==> src/hw/ssa_pkg.sv <==
// Purpose: Shared constants and types for the device-context slot allocator.
// Assumes: One clock; all inputs come from logic on the same clock.
// Notes:   Counts and limits are sized at the width of what they meet.
package ssa_pkg;

    // ---------------------------------------------------------------
    // Geometry
    // ---------------------------------------------------------------
    localparam int           SSA_NUM_CHAN   = 6;
    localparam int           SSA_CHAN_W     = 3;
    localparam int           SSA_DEV_W      = 8;
    localparam int           SSA_SLOTS      = 40;
    localparam int           SSA_IDX_W      = 6;
    localparam int           SSA_POOL_W     = 10;
    localparam logic [2:0]   SSA_LAST_CHAN  = 3'h5;

    // ---------------------------------------------------------------
    // Limits
    // ---------------------------------------------------------------
    localparam logic [5:0]   SSA_SHARED_MAX_ALONE  = 6'h28;  // 40 slots.
    localparam logic [5:0]   SSA_SHARED_MAX_PAIRED = 6'h20;  // 32 slots.
    localparam logic [5:0]   SSA_PER_CHAN_MAX      = 6'h08;  // Eight per channel.
    localparam logic [9:0]   SSA_POOL_ALONE        = 10'h2E0; // 736 slots.
    localparam logic [9:0]   SSA_POOL_PAIRED       = 10'h1E0; // 480 slots.

    // ---------------------------------------------------------------
    // Answer codes and reset values
    // ---------------------------------------------------------------
    localparam logic [1:0]   SSA_CC_STARTED = 2'h0;
    localparam logic [1:0]   SSA_CC_BUSY    = 2'h2;
    localparam logic [1:0]   SSA_CC_NOTOP   = 2'h3;
    localparam logic [9:0]   SSA_RST_POOL   = 10'h000;
    localparam logic [5:0]   SSA_RST_CNT    = 6'h00;

    typedef enum logic [1:0] {
        SSA_KIND_SHARED = 2'h0,
        SSA_KIND_POOL   = 2'h1,
        SSA_KIND_FLOAT  = 2'h2,
        SSA_KIND_NONE   = 2'h3
    } ssa_kind_t;

    typedef enum logic [1:0] {
        SSA_ST_IDLE   = 2'b01,
        SSA_ST_DECIDE = 2'b10
    } ssa_state_t;

endpackage : ssa_pkg

==> src/hw/ssa_match_if.sv <==
// Purpose: Carries the shared-slot table and lookups between allocator parts.
// Assumes: Table owner drives entries and queries; matcher answers combinationally.
// Notes:   Unpacked arrays keep one entry per index.
`timescale 1ns/1ns
interface ssa_match_if;
    import ssa_pkg::*;
    logic [SSA_SLOTS-1:0]  ent_valid;
    logic [2:0]            ent_chan [SSA_SLOTS];
    logic [3:0]            ent_base [SSA_SLOTS];
    logic [SSA_SLOTS-1:0]  ent_span32;
    logic [SSA_SLOTS-1:0]  ent_sel;
    logic [2:0]            q_chan;
    logic [7:0]            q_dev;
    logic                  hit;
    logic [5:0]            hit_idx;
    logic                  hit_sel;
    logic [2:0]            c_chan;
    logic [5:0]            c_skip;
    logic [5:0]            chan_cnt;

    modport owner (
        output ent_valid, ent_chan, ent_base, ent_span32, ent_sel,
        output q_chan, q_dev, c_chan, c_skip,
        input  hit, hit_idx, hit_sel, chan_cnt
    );
    modport matcher (
        input  ent_valid, ent_chan, ent_base, ent_span32, ent_sel,
        input  q_chan, q_dev, c_chan, c_skip,
        output hit, hit_idx, hit_sel, chan_cnt
    );
endinterface : ssa_match_if

==> src/hw/ssa_alloc.sv <==
// Purpose: Hands device-context slots to block multiplexer channels on begin-I/O.
// Assumes: Requester, completion and configuration logic share clk.
// Notes:   Pool slots are counted, not individually tracked.
`timescale 1ns/1ns
module ssa_alloc
    import ssa_pkg::*;
(
    input  wire logic        clk,
    input  wire logic        reset,
    input  wire logic        byte_chan2_present,
    input  wire logic        cfg_we,
    input  wire logic [5:0]  cfg_index,
    input  wire logic        cfg_valid,
    input  wire logic [2:0]  cfg_chan,
    input  wire logic [3:0]  cfg_base,
    input  wire logic        cfg_span32,
    input  wire logic        cfg_selector,
    output logic             cfg_ack,
    output logic             cfg_err,
    input  wire logic        req_valid,
    output logic             req_ready,
    input  wire logic [2:0]  req_chan,
    input  wire logic [7:0]  req_dev,
    output logic             rsp_valid,
    output logic [1:0]       rsp_cc,
    output logic [1:0]       rsp_kind,
    output logic [5:0]       rsp_slot,
    output logic             rsp_selector,
    input  wire logic        done_valid,
    input  wire logic [2:0]  done_chan,
    input  wire logic [7:0]  done_dev,
    output logic [9:0]       pool_free,
    output logic [5:0]       shared_count,
    output logic [5:0]       float_busy
);

    // ---------------------------------------------------------------
    // State
    // ---------------------------------------------------------------
    ssa_state_t             state_r, state_nxt;
    logic [2:0]             qchan_r, qchan_nxt;
    logic [7:0]             qdev_r, qdev_nxt;
    logic [SSA_SLOTS-1:0]   valid_r, valid_nxt;
    logic [2:0]             chan_r [SSA_SLOTS];
    logic [2:0]             chan_nxt [SSA_SLOTS];
    logic [3:0]             base_r [SSA_SLOTS];
    logic [3:0]             base_nxt [SSA_SLOTS];
    logic [SSA_SLOTS-1:0]   span_r, span_nxt;
    logic [SSA_SLOTS-1:0]   sel_r, sel_nxt;
    logic [5:0]             scnt_r, scnt_nxt;
    logic [9:0]             pused_r, pused_nxt;
    logic [5:0]             fbusy_r, fbusy_nxt;
    logic [7:0]             fdev_r [SSA_NUM_CHAN];
    logic [7:0]             fdev_nxt [SSA_NUM_CHAN];
    logic                   ack_r, ack_nxt;
    logic                   err_r, err_nxt;
    logic                   rv_r, rv_nxt;
    logic [1:0]             cc_r, cc_nxt;
    logic [1:0]             kind_r, kind_nxt;
    logic [5:0]             slot_r, slot_nxt;
    logic                   rsel_r, rsel_nxt;

    // ---------------------------------------------------------------
    // Shared-slot matcher
    // ---------------------------------------------------------------
    ssa_match_if mi ();

    ssa_match u_match (
        .m (mi.matcher)
    );

    // The table is handed to the matcher as stored; queries come from the
    // captured request and from the configuration port.
    always_comb begin
        mi.ent_valid  = valid_r;
        mi.ent_chan   = chan_r;
        mi.ent_base   = base_r;
        mi.ent_span32 = span_r;
        mi.ent_sel    = sel_r;
        mi.q_chan     = qchan_r;
        mi.q_dev      = qdev_r;
        mi.c_chan     = cfg_chan;
        mi.c_skip     = cfg_index;
    end

    // ---------------------------------------------------------------
    // Pool arithmetic
    // ---------------------------------------------------------------
    logic [5:0] shared_limit;
    logic [9:0] pool_size;
    logic [9:0] pool_avail;

    always_comb begin
        shared_limit = byte_chan2_present ? SSA_SHARED_MAX_PAIRED : SSA_SHARED_MAX_ALONE;
        pool_size    = (byte_chan2_present ? SSA_POOL_PAIRED : SSA_POOL_ALONE) -
                       {4'h0, scnt_r};
        // A shrinking pool may already be overdrawn; treat that as empty.
        pool_avail   = (pused_r >= pool_size) ? 10'h000 : (pool_size - pused_r);
    end

    // ---------------------------------------------------------------
    // Configuration checks
    // ---------------------------------------------------------------
    logic       cfg_ok;
    logic [5:0] cfg_newcnt;
    logic [9:0] cfg_newpool;

    always_comb begin
        cfg_newcnt  = scnt_r - {5'h00, valid_r[cfg_index]} + {5'h00, cfg_valid};
        cfg_newpool = (byte_chan2_present ? SSA_POOL_PAIRED : SSA_POOL_ALONE) -
                      {4'h0, cfg_newcnt};
        cfg_ok      = (cfg_index < SSA_SLOTS[5:0]);
        if (cfg_valid) begin
            if (cfg_newcnt > shared_limit) begin
                cfg_ok = 1'b0;
            end
            if ((mi.chan_cnt >= SSA_PER_CHAN_MAX) || (cfg_chan > SSA_LAST_CHAN)) begin
                cfg_ok = 1'b0;
            end
            if (cfg_span32 && cfg_base[0]) begin
                cfg_ok = 1'b0;
            end
            // Taking a slot already bound from the pool would strand a device.
            if (pused_r > cfg_newpool) begin
                cfg_ok = 1'b0;
            end
        end
    end

    // ---------------------------------------------------------------
    // Next-state logic
    // ---------------------------------------------------------------
    logic       take_pool;
    logic       rel_pool;
    logic       take_float;
    logic       rel_float;

    always_comb begin
        state_nxt  = state_r;
        qchan_nxt  = qchan_r;
        qdev_nxt   = qdev_r;
        valid_nxt  = valid_r;
        chan_nxt   = chan_r;
        base_nxt   = base_r;
        span_nxt   = span_r;
        sel_nxt    = sel_r;
        scnt_nxt   = scnt_r;
        fbusy_nxt  = fbusy_r;
        fdev_nxt   = fdev_r;
        ack_nxt    = 1'b0;
        err_nxt    = 1'b0;
        rv_nxt     = 1'b0;
        cc_nxt     = cc_r;
        kind_nxt   = kind_r;
        slot_nxt   = slot_r;
        rsel_nxt   = rsel_r;
        take_pool  = 1'b0;
        rel_pool   = 1'b0;
        take_float = 1'b0;
        rel_float  = 1'b0;

        // Configuration write: whole entry replaced, or refused untouched.
        if (cfg_we) begin
            ack_nxt = 1'b1;
            err_nxt = !cfg_ok;
            if (cfg_ok) begin
                valid_nxt[cfg_index] = cfg_valid;
                chan_nxt[cfg_index]  = cfg_chan;
                base_nxt[cfg_index]  = cfg_base;
                span_nxt[cfg_index]  = cfg_span32;
                sel_nxt[cfg_index]   = cfg_selector;
                scnt_nxt             = cfg_newcnt;
            end
        end

        // Completion: floating first, then shared (nothing to do), else pool.
        if (done_valid) begin
            if ((done_chan <= SSA_LAST_CHAN) && fbusy_r[done_chan] &&
                (fdev_r[done_chan] == done_dev)) begin
                rel_float = 1'b1;
                fbusy_nxt[done_chan] = 1'b0;
            end else if (!done_shared(done_chan, done_dev)) begin
                rel_pool = (pused_r != SSA_RST_POOL);
            end
        end

        unique case (state_r)
            SSA_ST_IDLE: begin
                if (req_valid) begin
                    qchan_nxt = req_chan;
                    qdev_nxt  = req_dev;
                    state_nxt = SSA_ST_DECIDE;
                end
            end
            SSA_ST_DECIDE: begin
                rv_nxt    = 1'b1;
                state_nxt = SSA_ST_IDLE;
                cc_nxt    = SSA_CC_STARTED;
                rsel_nxt  = 1'b0;
                slot_nxt  = 6'h00;
                if (qchan_r > SSA_LAST_CHAN) begin
                    cc_nxt   = SSA_CC_NOTOP;
                    kind_nxt = SSA_KIND_NONE;
                end else if (mi.hit) begin
                    kind_nxt = SSA_KIND_SHARED;
                    slot_nxt = mi.hit_idx;
                    rsel_nxt = mi.hit_sel;
                end else if (pool_avail != 10'h000) begin
                    take_pool = 1'b1;
                    kind_nxt  = SSA_KIND_POOL;
                end else if (!fbusy_r[qchan_r]) begin
                    take_float          = 1'b1;
                    fbusy_nxt[qchan_r]  = 1'b1;
                    fdev_nxt[qchan_r]   = qdev_r;
                    kind_nxt            = SSA_KIND_FLOAT;
                    slot_nxt            = {3'h0, qchan_r};
                end else begin
                    cc_nxt   = SSA_CC_BUSY;
                    kind_nxt = SSA_KIND_NONE;
                end
            end
        endcase

        // Take and release in one cycle cancel; a release with nothing bound is ignored.
        pused_nxt = pused_r + {9'h000, take_pool} - {9'h000, rel_pool};
    end

    // True when a completed device sits inside a shared window of its channel.
    function automatic logic done_shared(input logic [2:0] ch, input logic [7:0] dev);
        logic [3:0] up;
        done_shared = 1'b0;
        for (int i = 0; i < SSA_SLOTS; i++) begin
            up = base_r[i] + 4'h1;
            if (valid_r[i] && (chan_r[i] == ch) &&
                ((dev[7:4] == base_r[i]) || (span_r[i] && (dev[7:4] == up)))) begin
                done_shared = 1'b1;
            end
        end
    endfunction : done_shared

    // ---------------------------------------------------------------
    // Registers
    // ---------------------------------------------------------------
    always_ff @(posedge clk or posedge reset) begin
        if (reset) begin
            state_r <= SSA_ST_IDLE;
            qchan_r <= 3'h0;
            qdev_r  <= 8'h00;
            valid_r <= '0;
            span_r  <= '0;
            sel_r   <= '0;
            scnt_r  <= SSA_RST_CNT;
            pused_r <= SSA_RST_POOL;
            fbusy_r <= 6'h00;
            ack_r   <= 1'b0;
            err_r   <= 1'b0;
            rv_r    <= 1'b0;
            cc_r    <= SSA_CC_STARTED;
            kind_r  <= SSA_KIND_NONE;
            slot_r  <= 6'h00;
            rsel_r  <= 1'b0;
            for (int i = 0; i < SSA_SLOTS; i++) begin
                chan_r[i] <= 3'h0;
                base_r[i] <= 4'h0;
            end
            for (int c = 0; c < SSA_NUM_CHAN; c++) begin
                fdev_r[c] <= 8'h00;
            end
        end else begin
            state_r <= state_nxt;
            qchan_r <= qchan_nxt;
            qdev_r  <= qdev_nxt;
            valid_r <= valid_nxt;
            chan_r  <= chan_nxt;
            base_r  <= base_nxt;
            span_r  <= span_nxt;
            sel_r   <= sel_nxt;
            scnt_r  <= scnt_nxt;
            pused_r <= pused_nxt;
            fbusy_r <= fbusy_nxt;
            fdev_r  <= fdev_nxt;
            ack_r   <= ack_nxt;
            err_r   <= err_nxt;
            rv_r    <= rv_nxt;
            cc_r    <= cc_nxt;
            kind_r  <= kind_nxt;
            slot_r  <= slot_nxt;
            rsel_r  <= rsel_nxt;
        end
    end

    // ---------------------------------------------------------------
    // Outputs
    // ---------------------------------------------------------------
    // requester reissues later
    // Ready is combinational so a busy answer can be retried next cycle.
    assign req_ready    = (state_r == SSA_ST_IDLE);
    assign cfg_ack      = ack_r;
    assign cfg_err      = err_r;
    assign rsp_valid    = rv_r;
    assign rsp_cc       = cc_r;
    assign rsp_kind     = kind_r;
    assign rsp_slot     = slot_r;
    assign rsp_selector = rsel_r;
    assign shared_count = scnt_r;
    assign float_busy   = fbusy_r;
    assign pool_free    = pool_avail;

endmodule : ssa_alloc

==> src/hw/ssa_match.sv <==
// Purpose: Looks up the shared slot covering a device and counts slots per channel.
// Assumes: Pure combinational; the owner registers what it needs.
// Notes:   Lowest matching index wins if two entries overlap.
`timescale 1ns/1ns
module ssa_match
    import ssa_pkg::*;
(
    ssa_match_if.matcher m
);

    // ---------------------------------------------------------------
    // Address window test
    // ---------------------------------------------------------------
    // A 16-wide slot covers base0..baseF; a 32-wide one also (base+1)0..(base+1)F.
    function automatic logic ssa_in_window(input logic [3:0] base,
                                           input logic       span32,
                                           input logic [7:0] dev);
        logic [3:0] upper;
        upper = base + 4'h1;
        ssa_in_window = (dev[7:4] == base) || (span32 && (dev[7:4] == upper));
    endfunction : ssa_in_window

    logic [SSA_SLOTS-1:0] hitv;
    logic [SSA_SLOTS-1:0] cntv;

    // Per-entry match and per-channel membership.
    genvar gi;
    generate
        for (gi = 0; gi < SSA_SLOTS; gi++) begin : g_ent
            assign hitv[gi] = m.ent_valid[gi] && (m.ent_chan[gi] == m.q_chan) &&
                              ssa_in_window(m.ent_base[gi], m.ent_span32[gi], m.q_dev);
            assign cntv[gi] = m.ent_valid[gi] && (m.ent_chan[gi] == m.c_chan) &&
                              (m.c_skip != 6'(gi));
        end
    endgenerate

    // Priority pick of the lowest hit, and the channel population count.
    always_comb begin
        m.hit      = 1'b0;
        m.hit_idx  = 6'h00;
        m.hit_sel  = 1'b0;
        m.chan_cnt = 6'h00;
        for (int i = SSA_SLOTS - 1; i >= 0; i--) begin
            if (hitv[i]) begin
                m.hit     = 1'b1;
                m.hit_idx = i[5:0];
                m.hit_sel = m.ent_sel[i];
            end
        end
        for (int i = 0; i < SSA_SLOTS; i++) begin
            m.chan_cnt = m.chan_cnt + {5'h00, cntv[i]};
        end
    end

endmodule : ssa_match

==> config.mk <==
export PLATFORM = sky130hd
export DESIGN_NAME = ssa_alloc
export DESIGN_NICKNAME = d
export VERILOG_FILES = /design/src/hw/ssa_pkg.sv /design/src/hw/ssa_match_if.sv /design/src/hw/ssa_alloc.sv /design/src/hw/ssa_match.sv
export SDC_FILE = /design/constraint.sdc
export NUM_CORES = 2
export LEC_CHECK = 0
export BUFFER_PORTS_ARGS = -buffer_cell sky130_fd_sc_hd__clkbuf_2
export CELL_PAD_IN_SITES_DETAIL_PLACEMENT = 1
export CELL_PAD_IN_SITES_GLOBAL_PLACEMENT = 1
export CORE_MARGIN = 1
export CORE_UTILIZATION = 46
export CTS_CLUSTER_SIZE = 16
export DETAILED_ROUTE_END_ITERATION = 16
export PLACE_DENSITY_LB_ADDON = 0.25
export SYNTH_ARGS = -nofsm -noshare
export SYNTH_HDL_FRONTEND = slang
export SYNTH_SLANG_ARGS = --single-unit
export TNS_END_PERCENT = 5
==> constraint.sdc <==
create_clock -name clk -period 17.56 [get_ports clk]
set_input_delay 2.634 -clock clk [delete_from_list [all_inputs] [get_ports clk]]
set_output_delay 2.634 -clock clk [all_outputs]
set_load 0.1 [all_outputs]
; Yosys cells after proc, flatten, opt, wreduce, memory -nomap -nowiden
; Index checks and enable logic that the tools add are counted.
; Widths: inputs -> output; s select.
[classes]
n_bitwise = 10
muxes = 230
add_sub_neg = 86
n_lt_le_gt_ge = 19
n_reduce_logical = 416
n_eq_ne = 323
[op_table]
columns = operator, n
row1 = $eq 4x4->1, 160
row2 = $eq 3x3->1, 120
row3 = $logic_and 1x1->1, 328
row4 = $mux 6, 49
row5 = $add 6x1->6, 39
row6 = $add 4x1->4 const B, 40
row7 = $bwmux 160, 1
row8 = $mux 1, 146
row9 = $bwmux 120, 1
row10 = $bwmux 40, 3
row11 = $ne 6x5->1 const B, 16
row12 = $logic_or 1x1->1, 81
row13 = $bwmux 48, 1
row14 = $ne 6x4->1 const B, 8
row15 = $ne 6x6->1 const B, 8
row16 = $bmux 8 s3, 1
row17 = $demux 4 s6, 1
row18 = $demux 8 s3, 1
row19 = $mux 8, 3
row20 = $ne 6x3->1 const B, 4
row21 = $mux 10, 2
row22 = $reduce_bool 10->1, 2
row23 = $sub 10x6->10, 2
row24 = $demux 3 s6, 1
row25 = other kinds (44), 66
[word_totals]
output_inout_bits = 37
input_bits = 44
regBits = 497
wordCells = 1186

; Logic depth before layout (Yosys ltp)
[logic_depth]
ltp_word = 51
depth_mapped = 28
depth_no_buf = 26

; Cells and area by module
; From an unflattened synthesis, not the netlist that was laid out.
[hier_totals]
hier_cells = 3617
area_unflattened_um2 = 37467.2
[modules_own_cells]
columns = mod, area_per_inst_um2, seq_area_each_um2, instances, cells_per_inst
row1 = ssa_alloc, 27672.8, 12440.7, 1, 2340
row2 = ssa_match, 9794.4, 0.0, 1, 1277

; Worst setup path after synthesis
; No wires, ideal clock.
[synth_timing]
path_type = in2reg
startpoint = in cfg_index[0]
endpoint = reg base_r[10] (netlist bit)
required_time_ns = 17.435
cell_stages = 23
arrival_ns = 10.169
setup_ns = 0.125
n_path_buf = 4
slack_ns = 7.267
path_cell_list = clkbuf_1 nor3b_1 a21oi_1 ha_1 inv_1 fa_1 fa_1 fa_1 fa_1 fa_1 fa_1 fa_1 inv_1 fa_1 fa_1 nor2b_1 a31oi_1 o41a_1 clkbuf_1 clkbuf_1 nor3b_1 buf_1 mux2_2
[synth_between]
elab_chain_len = 48
elab_cells_between_ends = 142
classes_between = add/sub: 42 / order compare: 6 / eq/ne: 39 / mux: 10 / bitwise: 1 / reduce/logical: 44
[synth_lines]
columns = item, line_no
row1 = start: declaration, ssa_alloc.sv:12  ; input wire logic [5:0] cfg_index,
row2 = $ne 6x1->1 / $reduce_bool 6->1 (equally long branches), ssa_match.sv:33  ; (m.c_skip != 6'(gi));
row3 = $logic_and 1x1->1, ssa_match.sv:32  ; assign cntv[gi] = m.ent_valid[gi] && (m.ent_chan[gi] == m.c_chan) &&
row4 = $add 1x1->2, ssa_match.sv:51  ; m.chan_cnt = m.chan_cnt + {5'h00, cntv[i]};
row5 = $add 6x1->6 (38 in series), ssa_match.sv:51
row6 = $ge 6x4->1, ssa_alloc.sv:117  ; if ((mi.chan_cnt >= SSA_PER_CHAN_MAX) || (cfg_chan > SSA_LAST_CHAN)) begin
row7 = $logic_or 1x1->1, ssa_alloc.sv:117
row8 = $mux 1, ssa_alloc.sv:117
row9 = $mux 1, ssa_alloc.sv:120  ; if (cfg_span32 && cfg_base[0]) begin
row10 = $mux 1, ssa_alloc.sv:124  ; if (pused_r > cfg_newpool) begin
row11 = $mux 1, ssa_alloc.sv:113  ; if (cfg_valid) begin
row12 = $reduce_and 2->1 (no line), -
row13 = end signal: assignment, ssa_alloc.sv:275  ; base_r <= base_nxt;
row14 = end: declaration, ssa_alloc.sv:46  ; logic [3:0] base_r [SSA_SLOTS];
; Parallel ways exist; a longest one is shown, timed or not. The select of a mux whose other input is x is not followed.
; A chain may end at the register's enable or synchronous reset.

; Worst setup path in the final report
[layout_timing]
startpoint = in cfg_index[1]
endpoint = reg base_r[98] (netlist bit)
; Same word-level chain as after synthesis.

==> run summary <==
The routed layout has 28100 vias. The count of unresolved DRC violations after routing is 0. The startpoint identified for the worst hold timing path is fdev_r[34].

The cell depth of the worst flop-to-flop path is 19. The count of final hold-check violations is 0. The mean routed wirelength per cell is 25.7 um. The path type of the worst setup path is in -> reg. The core region is 0.0776 sq mm.

The post-route clock skew came out at 0.0377 ns. The insertion delay of the later-clocked pin in the worst-skew pair came out at 0.66 ns. The share of synthesized area occupied by flip-flops and latches came out at 34.4%. The site row count is 102. The pin count of the biggest net entering global routing came out at 110. The maximum fanout along the worst path came out at 22. Setup repair after global routing left no endpoint under its margin. The critical path goes through clkbuf_2, nor3b_2, nand2_1, nand4_1, fa_1, fa_1, fa_1, fa_1, fa_1, fa_1, fa_1, inv_1, fa_1, fa_1, nor2b_1, a31oi_1, o41a_2, buf_4, nor2_1, mux2_2. The flow ran to the end, and the final reports show no timing, DRC or antenna violations. The clock transition at the register clock pins on the worst setup and hold paths after CTS came out at 0.06 ns. The simple-gate portion of the synthesized area is 11.5%. The number of buffer cells added on primary ports came out at 80. The clock sink total came out at 497. Setup slack on the worst reg-to-reg path comes out at 9.33 ns. The count of yosys warnings during synthesis came out at 0. By area, the combinational part of the netlist is dominated by XOR/XNOR gates. With fillers left out, the area of the finished cells amounts to 0.0396 sq mm. Counting instances, the worst hold path has a depth of 1.

The synthesized netlist devotes 20.5% of its cell area to XOR and XNOR gates. The total leakage power came out at 17.2 nW. The number of fill cells came out at 8623. Synthesis handed over a netlist of 3559 instances. The number of enable flip-flop cells after synthesis came out at 0.

The die covers 0.0798 sq mm. TritonCTS built the clock tree. The critical path capture point type is a flop. The transition time at the pin with the least slew margin is 1.30 ns.

Summing the areas of all compound-gate instances in the mapped netlist gives 8.45% of the synthesized area. The starting DRC count in detailed routing came out at 2044. After global routing the overflow that remains totals 0. The post-synthesis area per instance came out at 10.2 sq um.

The die height is 283 um. The count of H-tree levels built during CTS is 2. 81 I/O pins were placed. The via count normalized by instance count is 6.05. The clock buffer count from CTS came out at 60. From synthesis to final layout, the design area changed by 9.47%.

The post-CTS setup buffer count came out at 0. STA classifies the critical path startpoint as a primary input. Derived from the worst setup path, the maximum achievable clock frequency is 0.0899 GHz.

Max-cap violations in this run came to 0. The total detailed-routing wirelength came out at 119 mm. Counting tap cells, the placed design contains a total of 4533 instances. The quantity of hold-fixing buffers added after cts came out at 0. The async set-reset flop share out of synthesis came out at 100%. In this design, the critical path's most frequently occurring cell is sky130_fd_sc_hd__fa_1. The worst ir drop on vdd is 0.223 mV. The synthesized netlist occupies a cell area of 0.0362 sq mm. After layout, the worst path uses 63.3% of the clock period.

In the synthesized netlist the dominant register cell turns out to be sky130_fd_sc_hd__dfrtp_1. The critical path starts at cfg_index[1]. The clock passes through at most 3 buffers. The overall fraction of global-route tracks in use is 30.4%. The data required time of the critical path came out at 18.07 ns. The worst slew slack as a fraction of its limit came out at 10.9%. The mux contribution to synthesized area came out at 16.0%. The final number of max-transition violations came to 0. Across all hold checks on the routed design, the worst slack comes to 0.486 ns. The total nets after synthesis came out at 3734. After synthesis the netlist holds a flip-flop and latch count of 497. The die width came out at 283 um.

The utilization after layout came out at 51.1%. The startpoint identified for the worst register-to-register timing path is chan_r[41]. The synthesized netlist devotes 5.23% of its cell area to adder and majority cells. For this run, the detailed router's first-pass iteration total came to 5. The setup total negative slack is 0 ns.

The total cell area at the placement stage came out at 0.0375 sq mm. The number of antenna violations at the first check in global routing came to 7. The worst hold path belongs to the class reg -> reg. Detailed placement finished with a half-perimeter wire length of 80.8 mm.

The starting density of the core came out at 46.6%. In the layout the commonest cells are sky130_fd_sc_hd__xnor2_1, sky130_fd_sc_hd__dfrtp_1, sky130_fd_sc_hd__mux2_2, sky130_fd_sc_hd__xor2_1, sky130_fd_sc_hd__nor2_1. The fraction of final layout cells with drive strength greater than 1 is 21.2%. The wire length of the first global-routing pass came out at 185 mm. The layout net count came out at 3730.

The quantity of gates resized following cts is 0. The highest cell delay on the worst timing path is 0.96 ns. The post-route non-filler standard cell count is 4648.

Among all stages on the critical path, the largest delay is contributed by sky130_fd_sc_hd__nor3b_2. The number of unique standard cell types used by synthesis is 85. The leading cell type in the layout, fill and taps excluded is sky130_fd_sc_hd__xnor2_1. The data arrival time of the worst path is 11.63 ns. The final weighted congestion in routability-driven placement is 0.947.

The minimum clock period is 11.12 ns. Clock tree synthesis selected as its root buffer the cell sky130_fd_sc_hd__clkbuf_16. The via count of the first global-routing pass came out at 29700. The total setup violations reported at the end of the flow is 0. The remaining number of nets flagged by the antenna check after routing came out at 0. The power per standard cell area is 144 mW/mm^2.
[synthesized netlist by cell type (16+ instances only)]
cell type                   number  area, sq um
sky130_fd_sc_hd__xnor2_1       544         4760
sky130_fd_sc_hd__dfrtp_1       494        12400
sky130_fd_sc_hd__mux2_2        455         5120
sky130_fd_sc_hd__xor2_1        297         2600
sky130_fd_sc_hd__nor2_1        195          732
sky130_fd_sc_hd__nand2_1       171          642
sky130_fd_sc_hd__nand4_1       132          826
sky130_fd_sc_hd__a21oi_1       115          576
sky130_fd_sc_hd__nand3_1       108          541
sky130_fd_sc_hd__inv_1         104          390
sky130_fd_sc_hd__clkbuf_1      103          387
sky130_fd_sc_hd__ha_1           97         1210
sky130_fd_sc_hd__buf_1          68          255
sky130_fd_sc_hd__o21ai_0        64          320
sky130_fd_sc_hd__a211oi_1       50          375
sky130_fd_sc_hd__nor3b_1        41          308
sky130_fd_sc_hd__o2111ai_1      37          324
sky130_fd_sc_hd__nor3_1         36          180
sky130_fd_sc_hd__fa_1           34          681
sky130_fd_sc_hd__a31oi_1        28          175
sky130_fd_sc_hd__mux2i_1        25          250
sky130_fd_sc_hd__nand2b_1       24          150
sky130_fd_sc_hd__a211o_1        22          193
sky130_fd_sc_hd__nor4_1         21          131
sky130_fd_sc_hd__buf_4          20          150
sky130_fd_sc_hd__or3_1          18          113
sky130_fd_sc_hd__buf_2          16         80.1
[worst paths after layout]
path | to
worst max-delay path | base_r[98]
max in group asynchronous | mi.ent_valid[27]
worst min-delay path | fdev_r[34]
min in group asynchronous | fdev_r[6]
worst min register to register | fdev_r[34]
worst max register to register | base_r[98]
[logic make-up (layout without fill, tap and decap cells)]
kind of cell | count (synthesis) | count (layout)
xor gates and xnor gates | 845 | 845
buffers and inverters | 325 | 372
other | 0 | 2
DFF | 497 | 497
adders and majority gates | 131 | 131
and+or+nand+nor | 815 | 815
muxes | 502 | 502
AOI/OAI and AO/OA | 444 | 444
[worst max-delay path, delay by kind of cell]
family / cells / cell delay (ns)
compound gates: 2 / 0.80
mux: 1 / 0.42
buf+inv: 3 / 0.96
simple gates: 5 / 2.30
fa+ha+maj: 9 / 4.49
[routing by layer]
layer  global-route usage, %  routed length (um)
met5                       0                  11
met3                    4.32                7540
met1                    42.8               53900
met4                    10.1                3870
met2                    47.8               54000
[sequential cells by signal, summed over array words and instances (netlist names), 2 cells and up]
name           cells
mi.q_dev           8
rsp_slot           6
mi.ent_span32     40
base_r           160
rsp_kind           2
chan_r           120
shared_count       6
mi.ent_sel        40
rsp_cc             2
float_busy         6
mi.q_chan          3
mi.ent_valid      40
state_r            2
pused_r           10
fdev_r            48
[power by group]
| group | switching, mW | internal (mW) |
|---|---|---|
| sequential | 0.366 | 1.37 |
| clock | 0.534 | 0.805 |
| combinational | 1.64 | 0.981 |
| total | 2.54 | 3.15 |
[per-stage QoR]
step                setup WS, ns  power [mW]
finish                      6.44        5.69
global placement            5.25        4.26
detailed placement          5.89        4.35
floorplan                   1.06        3.73
CTS                         6.53        5.70
global route                6.10        6.01
[cell type report]
cell class	count	area, sq um	share of cell area, %
Clock buffer	86	1740	4.39
Tap cell	1040	1300	3.28
Clock inverter	27	378	0.954
Timing Repair Buffer	155	988	2.49
Inverter	104	398	1.00
Multi-Input combinational cell	2737	22300	56.4
Sequential cell	497	12500	31.5
Antenna cell	2	5.00	0.0126
Note: power is estimated with default switching activity, not from simulation.
